===== src/core/adc_defs.vh =====
// constants shared by the converter sequencer files
// Notes on behaviour
// eight analog channels are offered and each conversion yields an 8-bit code.
// conversion runs by successive approximation; the code lands in a readable register.
// exactly one channel, picked by software, feeds each conversion.
// a rising level on the trigger pin starts one conversion; the source drives it.
// software setting the start bit of the mode register begins converting.
// a pin-started conversion stops when finished and waits for the next start.
// a software start converts over and over on the chosen channel.
// every finished software-started conversion raises the completion interrupt once.
// the result register holds the new code no later than the interrupt.
`ifndef ADC_DEFS_VH
`define ADC_DEFS_VH

// register byte offsets
`define ADC_OFS_MODE        8'h00
`define ADC_OFS_RESULT      8'h04
`define ADC_OFS_IRQ_STATUS  8'h08
`define ADC_OFS_IRQ_MASK    8'h0C
`define ADC_OFS_STATE       8'h10

// mode register fields
`define ADC_MODE_START_BIT  0
`define ADC_MODE_HWEN_BIT   1
`define ADC_MODE_CH_LSB     4
`define ADC_MODE_CH_MSB     6

// interrupt status and mask fields
`define ADC_IRQ_SW_DONE_BIT 0
`define ADC_IRQ_HW_DONE_BIT 1
`define ADC_IRQ_WIDTH       2

// state register fields
`define ADC_STATE_BUSY_BIT  0
`define ADC_STATE_RUN_BIT   1
`define ADC_STATE_HWPND_BIT 2

// reset values
`define ADC_RST_CHANNEL     3'h0
`define ADC_RST_RESULT      8'h00
`define ADC_RST_IRQ         2'h0

// timing: sample-and-hold window before the bit trials
`define ADC_CLK_MHZ         25
`define ADC_SAMPLE_TIME_NS  1000
`define ADC_SAMPLE_CYCLES   ((`ADC_SAMPLE_TIME_NS * `ADC_CLK_MHZ + 999) / 1000)

`endif


===== src/core/trigger_edge.v =====
// rising-edge detector for synchronous level inputs
`timescale 1ns/1ps
module trigger_edge #(
    parameter WIDTH = 1
) (
    input  wire             clk_sys,
    input  wire             reset,
    input  wire [WIDTH-1:0] level_in,
    output wire [WIDTH-1:0] rise_pulse
);
    reg [WIDTH-1:0] prev_ff;

    // held high at reset so a pin already high does not fire on release
    always @(posedge clk_sys) begin
        if (reset) begin
            prev_ff <= {WIDTH{1'b1}};
        end else begin
            prev_ff <= level_in;
        end
    end

    assign rise_pulse = level_in & ~prev_ff;
endmodule // trigger_edge


===== src/core/sar_engine.v =====
// successive approximation engine: sample window then one bit trial per clock
`timescale 1ns/1ps
module sar_engine #(
    parameter WIDTH         = 8,
    parameter CH_WIDTH      = 3,
    parameter SAMPLE_CYCLES = 25
) (
    input  wire                clk_sys,
    input  wire                reset,
    input  wire                start,
    input  wire [CH_WIDTH-1:0] channel,
    input  wire                comparator_in,
    output reg  [CH_WIDTH-1:0] channel_ff,
    output reg  [WIDTH-1:0]    trial_ff,
    output reg                 sample_ff,
    output reg                 busy_ff,
    output reg                 done_ff,
    output reg  [WIDTH-1:0]    result_ff
);
    localparam ST_IDLE    = 3'b001;
    localparam ST_SAMPLE  = 3'b010;
    localparam ST_CONVERT = 3'b100;
    localparam integer SAMPLE_LAST_INT = SAMPLE_CYCLES - 1;
    localparam [15:0]  SAMPLE_LAST     = SAMPLE_LAST_INT[15:0];

    reg [2:0]       state_ff;
    reg [15:0]      count_ff;
    reg [WIDTH-1:0] bit_ff;
    wire [WIDTH-1:0] kept = comparator_in ? trial_ff : (trial_ff & ~bit_ff);

    always @(posedge clk_sys) begin
        if (reset) begin
            state_ff   <= ST_IDLE;
            count_ff   <= 16'h0000;
            bit_ff     <= {WIDTH{1'b0}};
            channel_ff <= {CH_WIDTH{1'b0}};
            trial_ff   <= {WIDTH{1'b0}};
            sample_ff  <= 1'b0;
            busy_ff    <= 1'b0;
            done_ff    <= 1'b0;
            result_ff  <= {WIDTH{1'b0}};
        end else begin
            done_ff <= 1'b0;
            case (state_ff)
                ST_IDLE: begin
                    if (start) begin
                        channel_ff <= channel;
                        count_ff   <= 16'h0000;
                        sample_ff  <= 1'b1;
                        busy_ff    <= 1'b1;
                        state_ff   <= ST_SAMPLE;
                    end
                end
                ST_SAMPLE: begin
                    if (count_ff == SAMPLE_LAST) begin
                        sample_ff <= 1'b0;
                        bit_ff    <= {1'b1, {(WIDTH-1){1'b0}}};
                        trial_ff  <= {1'b1, {(WIDTH-1){1'b0}}};
                        state_ff  <= ST_CONVERT;
                    end else begin
                        count_ff <= count_ff + 16'h0001;
                    end
                end
                ST_CONVERT: begin
                    // comparator must settle on trial_ff within one clock
                    if (bit_ff[0]) begin
                        result_ff <= kept;
                        trial_ff  <= kept;
                        done_ff   <= 1'b1;
                        busy_ff   <= 1'b0;
                        state_ff  <= ST_IDLE;
                    end else begin
                        trial_ff <= kept | (bit_ff >> 1);
                        bit_ff   <= bit_ff >> 1;
                    end
                end
                default: begin
                    state_ff  <= ST_IDLE;
                    sample_ff <= 1'b0;
                    busy_ff   <= 1'b0;
                end
            endcase
        end
    end
endmodule // sar_engine


===== src/core/adc_sequencer_8ch.v =====
// converter sequencer top: wishbone registers, start control and completion interrupt
`timescale 1ns/1ps
`include "adc_defs.vh"
module adc_sequencer_8ch #(
    parameter RES_BITS      = 8,
    parameter CHANNELS      = 8,
    parameter SAMPLE_CYCLES = `ADC_SAMPLE_CYCLES
) (
    input  wire        clk_sys,
    input  wire        reset,
    // wishbone classic slave
    input  wire        wb_cyc_i,
    input  wire        wb_stb_i,
    input  wire        wb_we_i,
    input  wire [7:0]  wb_adr_i,
    input  wire [3:0]  wb_sel_i,
    input  wire [31:0] wb_dat_i,
    output reg  [31:0] wb_dat_o,
    output reg         wb_ack_o,
    // trigger and analog front end
    input  wire        hw_trigger_pin,
    input  wire        comparator_in,
    output wire [2:0]  analog_input_sel,
    output wire [7:0]  dac_trial,
    output wire        sample_hold,
    output reg         conversion_done_irq
);
    // channel 0 is analog_input_first, channel 7 analog_input_last
    localparam CH_WIDTH = 3;

    // mode register state
    reg                      run_ff;
    reg                      hw_en_ff;
    reg  [CH_WIDTH-1:0]      channel_ff;
    reg                      hw_pend_ff;
    reg                      hw_origin_ff;
    reg  [`ADC_IRQ_WIDTH-1:0] irq_status_ff;
    reg  [`ADC_IRQ_WIDTH-1:0] irq_mask_ff;

    reg                      nxt_run;
    reg                      nxt_hw_en;
    reg  [CH_WIDTH-1:0]      nxt_channel;
    reg                      nxt_hw_pend;
    reg                      nxt_hw_origin;
    reg  [`ADC_IRQ_WIDTH-1:0] nxt_irq_status;
    reg  [`ADC_IRQ_WIDTH-1:0] nxt_irq_mask;
    reg  [31:0]              nxt_rdata;

    wire                     eng_busy;
    wire                     eng_done;
    wire [RES_BITS-1:0]      eng_result;
    wire                     trig_rise;
    wire                     eng_start;

    // bus decode: the write lands on the edge that samples ack, so it acts once
    wire bus_req   = wb_cyc_i & wb_stb_i;
    wire wr_commit = bus_req & wb_we_i & wb_ack_o;
    wire wr_mode   = wr_commit & (wb_adr_i == `ADC_OFS_MODE);
    wire wr_status = wr_commit & (wb_adr_i == `ADC_OFS_IRQ_STATUS);
    wire wr_mask   = wr_commit & (wb_adr_i == `ADC_OFS_IRQ_MASK);

    trigger_edge #(
        .WIDTH      (1)
    ) u_trigger_edge (
        .clk_sys    (clk_sys),
        .reset      (reset),
        .level_in   (hw_trigger_pin),
        .rise_pulse (trig_rise)
    );

    // software run has priority and its start clears a pending pin start; with run off, a pending pin start goes when idle
    assign eng_start = ~eng_busy & (run_ff | hw_pend_ff);

    sar_engine #(
        .WIDTH         (RES_BITS),
        .CH_WIDTH      (CH_WIDTH),
        .SAMPLE_CYCLES (SAMPLE_CYCLES)
    ) u_sar_engine (
        .clk_sys       (clk_sys),
        .reset         (reset),
        .start         (eng_start),
        .channel       (channel_ff),
        .comparator_in (comparator_in),
        .channel_ff    (analog_input_sel),
        .trial_ff      (dac_trial),
        .sample_ff     (sample_hold),
        .busy_ff       (eng_busy),
        .done_ff       (eng_done),
        .result_ff     (eng_result)
    );

    // control and mode register
    always @* begin
        nxt_run       = run_ff;
        nxt_hw_en     = hw_en_ff;
        nxt_channel   = channel_ff;
        nxt_hw_pend   = hw_pend_ff;
        nxt_hw_origin = hw_origin_ff;
        if (wr_mode && wb_sel_i[0]) begin
            nxt_run     = wb_dat_i[`ADC_MODE_START_BIT];
            nxt_hw_en   = wb_dat_i[`ADC_MODE_HWEN_BIT];
            nxt_channel = wb_dat_i[`ADC_MODE_CH_MSB:`ADC_MODE_CH_LSB];
        end
        // the pin only arms a start; a busy engine or a running loop absorbs it
        if (trig_rise && hw_en_ff && !run_ff && !eng_busy) begin
            nxt_hw_pend = 1'b1;
        end
        if (eng_start) begin
            nxt_hw_origin = ~run_ff;
            nxt_hw_pend   = 1'b0;
        end
    end

    // sticky completion flags: a new event wins over a clear in the same cycle
    always @* begin
        nxt_irq_status = irq_status_ff;
        nxt_irq_mask   = irq_mask_ff;
        if (wr_status && wb_sel_i[0]) begin
            nxt_irq_status = irq_status_ff & ~wb_dat_i[`ADC_IRQ_WIDTH-1:0];
        end
        if (wr_mask && wb_sel_i[0]) begin
            nxt_irq_mask = wb_dat_i[`ADC_IRQ_WIDTH-1:0];
        end
        if (eng_done && !hw_origin_ff) begin
            nxt_irq_status[`ADC_IRQ_SW_DONE_BIT] = 1'b1;
        end
        if (eng_done && hw_origin_ff) begin
            nxt_irq_status[`ADC_IRQ_HW_DONE_BIT] = 1'b1;
        end
    end

    // read mux; unmapped offsets read as zero
    always @* begin
        nxt_rdata = 32'h0000_0000;
        case (wb_adr_i)
            `ADC_OFS_MODE: begin
                nxt_rdata[`ADC_MODE_START_BIT]               = run_ff;
                nxt_rdata[`ADC_MODE_HWEN_BIT]                = hw_en_ff;
                nxt_rdata[`ADC_MODE_CH_MSB:`ADC_MODE_CH_LSB] = channel_ff;
            end
            `ADC_OFS_RESULT: begin
                nxt_rdata[RES_BITS-1:0] = eng_result;
            end
            `ADC_OFS_IRQ_STATUS: begin
                nxt_rdata[`ADC_IRQ_WIDTH-1:0] = irq_status_ff;
            end
            `ADC_OFS_IRQ_MASK: begin
                nxt_rdata[`ADC_IRQ_WIDTH-1:0] = irq_mask_ff;
            end
            `ADC_OFS_STATE: begin
                nxt_rdata[`ADC_STATE_BUSY_BIT]  = eng_busy;
                nxt_rdata[`ADC_STATE_RUN_BIT]   = run_ff;
                nxt_rdata[`ADC_STATE_HWPND_BIT] = hw_pend_ff;
            end
            default: begin
                nxt_rdata = 32'h0000_0000;
            end
        endcase
    end

    always @(posedge clk_sys) begin
        if (reset) begin
            run_ff              <= 1'b0;
            hw_en_ff            <= 1'b0;
            channel_ff          <= `ADC_RST_CHANNEL;
            hw_pend_ff          <= 1'b0;
            hw_origin_ff        <= 1'b0;
            irq_status_ff       <= `ADC_RST_IRQ;
            irq_mask_ff         <= `ADC_RST_IRQ;
            conversion_done_irq <= 1'b0;
            wb_ack_o            <= 1'b0;
            wb_dat_o            <= 32'h0000_0000;
        end else begin
            run_ff              <= nxt_run;
            hw_en_ff            <= nxt_hw_en;
            channel_ff          <= nxt_channel;
            hw_pend_ff          <= nxt_hw_pend;
            hw_origin_ff        <= nxt_hw_origin;
            irq_status_ff       <= nxt_irq_status;
            irq_mask_ff         <= nxt_irq_mask;
            // taken from next values so the line rises with its status bit
            conversion_done_irq <= |(nxt_irq_status & nxt_irq_mask);
            // one wait state, ack dropped the cycle after it is given
            wb_ack_o            <= bus_req & ~wb_ack_o;
            if (bus_req && !wb_ack_o) begin
                wb_dat_o <= nxt_rdata;
            end
        end
    end
endmodule // adc_sequencer_8ch


===== config.mk =====
export PLATFORM = sky130hd
export DESIGN_NAME = adc_sequencer_8ch
export DESIGN_NICKNAME = d
export VERILOG_FILES = /design/src/core/trigger_edge.v /design/src/core/sar_engine.v /design/src/core/adc_sequencer_8ch.v
export VERILOG_INCLUDE_DIRS = /design/src /design/src/core
export SDC_FILE = /design/constraint.sdc
export NUM_CORES = 1
export LEC_CHECK = 0
export BUFFER_PORTS_ARGS = -buffer_cell sky130_fd_sc_hd__buf_4
export CAP_MARGIN = 20
export CORE_UTILIZATION = 40
export DETAILED_ROUTE_END_ITERATION = 6
export PLACE_DENSITY = 0.68
export SYNTH_ARGS = -nofsm -noshare
export SYNTH_HDL_FRONTEND = slang
export SYNTH_HIERARCHICAL = 1
export SYNTH_SLANG_ARGS = --single-unit

===== constraint.sdc =====
create_clock -name clk_sys -period 2.49 [get_ports clk_sys]
set_clock_uncertainty 0.05 [all_clocks]
set_input_delay 0.249 -clock clk_sys [delete_from_list [all_inputs] [get_ports clk_sys]]
set_output_delay 0.249 -clock clk_sys [all_outputs]
set_load 0.02 [all_outputs]

Yosys cells after proc, flatten, opt, wreduce, memory -nomap -nowiden
Index checks and enable logic that the tools add are counted.

Register bits after elaboration: 71. Input bits: 51. Output and inout bits: 46. Logic and storage cells: 112.

$add $sub $neg: 1. Eq/ne operators: 13. Multiplexer cells: 28. Bitwise operators: 22. Reductions and logical operators: 27.

Operators by type and width (number): 16-bit 2-to-1 mux (2); 8-bit 2-to-1 mux (4); 16-bit case mux with 2 select lines (1); 8-bit case mux with 2 select lines (2); 16-bit by 1-bit adder with 16-bit output (second input constant) (1); 16-bit by 5-bit == test with 1-bit output (second input constant) (1); 8-bit by 4-bit == test with 1-bit output (second input constant) (2); 3-bit AND reduction (5); 2-bit case mux with 5 select lines (1); 1-bit AND (9); 1-bit logical AND (9); 3-bit 2-to-1 mux (3); 3-bit case mux with 3 select lines (1); 8-bit AND (1); 8-bit by 3-bit == test with 1-bit output (second input constant) (1); 8-bit by 5-bit == test with 1-bit output (second input constant) (1); 8-bit zero test (1); 1-bit 2-to-1 mux (8); 8-bit inverter (1); 8-bit by 7-bit OR with 8-bit output (1); 2-bit inequality test (second input constant) (3); 1-bit inverter (6); 1-bit case mux with 3 select lines (2); 3-bit case mux with 2 select lines (1); other kinds (13) (24).

Depth between registers and ports, before layout
Gate-level depths: netlist of the first run.

Word-level depth: 9. Gate-level depth with buffers: 7.

By module
Netlist of the first run, hierarchy kept.

By module, submodules not included: sar_engine (instances 1, cells each 281, area an instance 2269.7 um2, seq. area each 980.9 um2); adc_sequencer_8ch (instances 1, cells each 155, area an instance 1244.9 um2, seq. area each 420.4 um2); trigger_edge (instances 1, cells each 3, area an instance 32.5 um2, seq. area each 20.0 um2).

Worst setup path before layout of the first run
OpenSTA, ideal clock, no wires.

Path kind: input-to-reg. Start: input port wb_adr_i[1]. End: register conversion_done_irq. Library setup time: 132 ps. Arrival: 1781 ps. Data required time: 2308 ps. Slack: 526 ps. Stages on the path: 5. Path buffers: 1. Path through: or4_4 -> buf_6 -> or4_4 -> a221oi_4 -> o32ai_1.

Longest elaborated chain between the ends: 7.

Ends and longest elaborated chain: from (decl) (line adc_sequencer_8ch.v:15) `input wire [7:0] wb_adr_i,`; 8-bit by 4-bit == test with 1-bit output; 1-bit AND (line adc_sequencer_8ch.v:59) `` wire wr_status = wr_commit & (wb_adr_i == `ADC_OFS_IRQ_STATUS); ``; 1-bit logical AND (line adc_sequencer_8ch.v:118) `if (wr_status && wb_sel_i[0]) begin`; 2-bit 2-to-1 mux (line adc_sequencer_8ch.v:118); 1-bit 2-to-1 mux, on equally long branches (line adc_sequencer_8ch.v:124, adc_sequencer_8ch.v:127); 2-bit AND (*) (line adc_sequencer_8ch.v:182) `conversion_done_irq <= |(nxt_irq_status & nxt_irq_mask);`; 2-bit OR reduction (*) (line adc_sequencer_8ch.v:182); to (signal assigned) (line adc_sequencer_8ch.v:182); to (decl) (line adc_sequencer_8ch.v:26) `output reg conversion_done_irq`.

Every way passes the cells marked *; elsewhere a longest branch is shown, timed or not. A chain may end at the register's enable or synchronous reset.

Worst setup path after layout of the first run
Start: register u_sar_engine.count_ff[2]. End: register u_sar_engine.count_ff[13].

Longest elaborated chain between the ends: 3.

Ends and longest elaborated chain: from (decl) (line sar_engine.v:27) `reg [15:0] count_ff;`; from (signal assigned) (line sar_engine.v:61) `count_ff <= count_ff + 16'h0001;`; 16-bit by 1-bit adder with 16-bit output or 16-bit by 5-bit == test with 1-bit output (tied branches) (line sar_engine.v:61, sar_engine.v:55); 16-bit 2-to-1 mux or 2-bit inequality test (tied branches); 16-bit case mux with 2 select lines or 3-bit AND reduction (tied branches).

Parallel ways exist; a longest one is shown, timed or not. The select of a mux whose other input is x is not followed.

==> results of run 1 <==
-- sequential cells by signal (all words and copies together), names as in the netlist, 2 cells and up --
register	count
irq_status_ff	2
irq_mask_ff	2
channel_ff	3
u_sar_engine/state_ff	3
wb_dat_o	8
u_sar_engine/channel_ff	3
u_sar_engine/count_ff	16
u_sar_engine/bit_ff	8
u_sar_engine/result_ff	8
u_sar_engine/trial_ff	8
-- worst register-to-register path, delay by kind of cell (launching register included) --
kind / cells / cell delay, ns
simple gates: 3 / 1.31
flops: 1 / 0.43
compound gates: 1 / 0.15
-- placed cells by master, fill, tap and decap left out, types with 3 or more instances in the layout --
cell / instances
a311oi_1: 3
o32ai_1: 7
nand4_1: 7
conb_1: 24
a21boi_0: 6
nand3_1: 12
inv_1: 17
and4_1: 3
o21ai_0: 16
dfxtp_1: 71
nor4_1: 9
a211oi_1: 5
or3_1: 4
nor3b_1: 11
nand2b_1: 3
nand2_1: 61
mux2i_1: 13
clkbuf_8: 10
buf_4: 50
o22ai_1: 6
nor2_1: 35
nor3_1: 6
a21oi_1: 45
nand3b_1: 8
o21ai_1: 4
-- synthesized netlist by cell type, drive strengths merged, types with 2 or more instances --
| master | count |
|---|---|
| nor4 | 10 |
| and3 | 2 |
| a21oi | 45 |
| nand4 | 8 |
| and2 | 2 |
| nor3b | 11 |
| a311oi | 3 |
| nor3 | 6 |
| nor4bb | 2 |
| buf | 26 |
| nand3 | 12 |
| nor2 | 35 |
| o22ai | 6 |
| nand2 | 61 |
| clkbuf | 20 |
| ha | 2 |
| or3 | 5 |
| or4b | 2 |
| o311ai | 2 |
| nand3b | 8 |
| o21ai | 20 |
| and4 | 3 |
| inv | 17 |
| a211oi | 5 |
| a21boi | 7 |
| or3b | 2 |
| a31o | 2 |
| mux2i | 13 |
| nand2b | 3 |
| dfxtp | 71 |
| or4 | 4 |
| o32ai | 7 |
| or2 | 3 |
| nor4b | 2 |
| o21bai | 2 |
-- metrics by stage --
| stage | setup WS [ns] | hold WS [ns] |
|---|---|---|
| final | 0.473 | 0.0562 |
| after global routing | 0.289 | 0.0658 |
| after CTS | 0.508 | 0.0431 |
| after detailed placement | 0.416 | 0.399 |
| after global placement | 0.422 | 0.395 |
| after floorplan | 0.526 | 0.296 |
-- layer usage --
layer,GRT usage,routed length [µm]
met5,0,0
met4,0.0734,103
met3,0.0450,469
met2,0.281,3690
met1,0.255,4060
-- where the power goes --
group,leakage [nW],switching [mW],internal (mW)
clock,0.0853,0.443,0.387
combinational,0.752,0.0860,0.0368
sequential,0.572,0.00223,1.14
total,1.41,0.531,1.56
-- cell families after synthesis --
group / after synthesis / share of synthesized area
AND/OR/NAND/NOR: 184 / 0.275
AO/OA/AOI/OAI: 104 / 0.183
flip-flops: 71 / 0.401
buffers and inverters: 63 / 0.0945
multiplexers: 13 / 0.0367
adder cells (fa/ha/maj): 2 / 0.00705
other: 1 / 0.00106
XOR/XNOR: 1 / 0.00247
-- worst paths after layout --
check | slack [ns] | start | end
setup / recovery | 0.47 | u_sar_engine/count_ff[2] | u_sar_engine/count_ff[13]
hold / removal | 0.06 | hw_trigger_pin | u_trigger_edge/prev_ff
setup reg to reg | 0.47 | u_sar_engine/count_ff[2] | u_sar_engine/count_ff[13]
hold reg to reg | 0.41 | u_sar_engine/result_ff[7] | u_sar_engine/result_ff[7]
-- final cells by class --
type / count / share of cell area
well taps: 105 / 0.0325
clock inverters: 5 / 0.00835
flip-flops and latches: 71 / 0.351
inverters: 17 / 0.0158
clock buffers: 11 / 0.0350
multi-input cells: 328 / 0.464
repair buffers: 50 / 0.0928
==> flow_summary.ini, run 1 <==
[sta]
max_slew_margin = 0.587
hold_viol_final = 0
post-route-period-util = 0.810
finalSetupTns_ns = 0
finalMaxSlewViolations = 0
setup_viol = 0
period_minus_slack_ns = 2.02
grt_setup_unrepaired = false
clock.fmax_mhz = 496
worst_pin_slew_ns = 0.617

[final_layout]
fillers = 830
diodes = 0
fin_area_um2 = 4040
multi_input_area_um2 = 1880
synthToLayoutAreaGrowth_pct = 14.0
nets = 530
seq_area_um2 = 1420
drive_gt1_frac = 0.149
final_cells = 587
final_core_util = 0.482

[global_routing]
grt.total_usage = 0.187
antenna_found_initial = 0
grt_max_degree = 50
grt_pass1_wl_mm = 13.3
overflow = 0
grt_pass1_vias = 2781

[critical_path]
crit_arrival_ns = 2.24
crit_type = flip-flop to flip-flop
rr_worst_depth = 4
cp_top_family = simple AND/OR/NAND/NOR gates
path_max_fanout = 7
cp.required_ns = 2.71
worst-path-stages = 4
cp_slowest_cell = or4_1
max_stage_delay_ns = 0.59
cp-end-kind = flip-flop
path_buf_inv = 0
start_kind = flip-flop
path_cells = nand3_1 > or4_1 > or4b_1 > a21boi_1

[run_status]
status = finished, final reports clean

[cts]
root_buffer = clkbuf_8
cts_made_buffers = 9
cts_hold_buf = 0
htreeDepth = 3
clock_latency_ns = 0.34
post-cts-setup-buffers = 0
clk_pin_slew_ns = 0.08
cts_sinks = 71
cts_tree = done
clockBufferDepth = 2
ctsResizeCount = 0

[synth]
synth_top_area_frac = 0.401
synth_cells = 439
yosysSeqAreaShare = 0.401
async_reset_ff_frac = 0
ys_seq_elements = 71
postSynthAreaPerCell_um2 = 8.08
yosysUniqueCellTypes = 54
synth_ff_type = dfxtp_1
yosys-top-cells-area = dfxtp_1 (40%), nand2_1 (6.5%), a21oi_1 (6.3%)
yosys_warnings = 6
synth_edf_count = 0
synth_area_um2 = 3550
synth_area_leader_cell = dfxtp_1

[hold_path]
hold_class = primary input to flip-flop
holdPathStages = 2

[drt]
drt_iter0_drc = 162
wl_mm = 8.32
drc = 0
drtAntennaViolNets = 0
dr.pass1.iters = 4
vias_per_cell = 5.42
wire_per_inst_um = 14.2
num_vias = 3181

[run]
drv_cap = 0

[power]
power_mw = 2.09
ir_drop_mv = 0.249
p_leak_nw = 1.41
power.density_nw_per_um2 = 517

[place]
numPortBuffers = 42
place_area_um2 = 3870
dp_hpwl_mm = 5.90
finalWeightedCongestion = 0.876
place_inst = 571

[floorplanning]
ios = 97
dieWidth_um = 96.2
rows = 33
die-area_um2 = 9250
coreArea_um2 = 8380
die_h_um = 96.2
initial_core_util = 0.423
Note: power is estimated with default switching activity, not from simulation.
==> inputs of run 2 (changes only) <==
clock period = 2 ns   (was 2.49 ns; I/O delays follow)
==> flow_summary.ini, run 2 (same netlist as run 1, synthesis figures left out) <==
[floorplanning]
ios = 97
die_h_um = 96.2
die-area_um2 = 9250
coreArea_um2 = 8380
dieWidth_um = 96.2
initial_core_util = 0.423
rows = 33

[critical_path]
path_max_fanout = 7
path_buf_inv = 0
start_kind = flip-flop
cp_slowest_cell = or4_1
rrSetupSlack_ns = 0.11
crit_type = flip-flop to flip-flop
cp.required_ns = 2.23
crit_arrival_ns = 2.12
path_cells = nand4_2 > or4_1 > or4b_1 > a21boi_1
max_stage_delay_ns = 0.55
cp-end-kind = flip-flop
cp_top_family = simple AND/OR/NAND/NOR gates

[cts]
cts_sinks = 71
cts_tree = done
clk_pin_slew_ns = 0.08
cts_made_buffers = 9
ctsResizeCount = 0
htreeDepth = 3
root_buffer = clkbuf_8
clockBufferDepth = 2
clock_latency_ns = 0.35

[sta]
holdWs_ns = 0.0750
finalSetupTns_ns = 0
worst_slack_ns = 0.109
clock.fmax_mhz = 529
setup_viol = 0
hold_viol_final = 0
finalMaxSlewViolations = 0
period_minus_slack_ns = 1.89
post-route-period-util = 0.946
grt_setup_unrepaired = false

[final_layout]
final_core_util = 0.500
nets = 546
largest-register = u_sar_engine/count_ff
final_common_cell = dfxtp_1
diodes = 0
drive_gt1_frac = 0.177
synthToLayoutAreaGrowth_pct = 18.1
fin_area_um2 = 4190
final_cells = 603
largest_reg_flops = 16
fillers = 817
mostFrequentLayoutCells = dfxtp_1 (71), buf_4 (65), nand2_1 (61)

[drt]
wl_met2_mm = 3.77
drc = 0
met3_length_um = 433
wire_per_inst_um = 13.9
dr.pass1.iters = 4
m1WireLength_mm = 4.08
num_vias = 3245
drtAntennaViolNets = 0
vias_per_cell = 5.38
drt_iter0_drc = 121
wl_mm = 8.39
highest_layer = met4

[power]
p_leak_nw = 1.50
power_mw = 2.73
power.density_nw_per_um2 = 653
ir_drop_mv = 0.300

[place]
numPortBuffers = 42
finalWeightedCongestion = 0.888
dp_hpwl_mm = 6.04
place_area_um2 = 3970
place_inst = 585
dp_worst_setup_slack_ns = 0.0277

[global_routing]
overflow = 0
grt.total_usage = 0.189
grt_pass1_wl_mm = 13.5
antenna_found_initial = 0
grt_pass1_vias = 2909
grt_max_degree = 27

[run_status]
status = finished, final reports clean

[hold_path]
hold_class = primary input to flip-flop

[run]
drv_cap = 0
## run 2: worst register-to-register path, delay by kind of cell, from the launching register on
family	cells	cell delay (ns)
flip-flops	1	0.45
AO/OA/AOI/OAI	1	0.15
AND/OR/NAND/NOR	3	1.17
## run 2: final cells by class
class | count | area, µm² | area share
multi-input cells | 328 | 1880 | 0.448
well taps | 105 | 131 | 0.0314
clock inverters | 7 | 72.6 | 0.0173
repair buffers | 66 | 498 | 0.119
flip-flops and latches | 71 | 1420 | 0.339
clock buffers | 9 | 124 | 0.0296
inverters | 17 | 63.8 | 0.0152
## run 2: worst paths after layout
kind,end,start,cells after the start
setup reg to reg,u_sar_engine/count_ff[13],u_sar_engine/count_ff[4],4
hold / removal,channel_ff[0],wb_dat_i[4],3
hold reg to reg,wb_dat_o[3],wb_dat_o[3],2
setup / recovery,u_sar_engine/count_ff[13],u_sar_engine/count_ff[4],4
## run 2: power breakdown
part | internal [mW] | switching, mW | total (mW)
combinational | 0.0533 | 0.108 | 0.161
sequential | 1.42 | 0.00252 | 1.42
clock | 0.578 | 0.576 | 1.15
total | 2.05 | 0.686 | 2.73
## run 2: metal layers
layer,global-route usage,up-vias
met2,0.296,93
met1,0.251,1508
li1,-,1636
met4,0.0759,0
met3,0.0427,8
met5,0,-
## run 2: what timing repair did
action | in CTS | in global routing
endpoints found under the setup margin | 0 | 11
hold buffers | 1 | 0
hold endpoints to repair | 1 | 0
setup buffers | 0 | 1
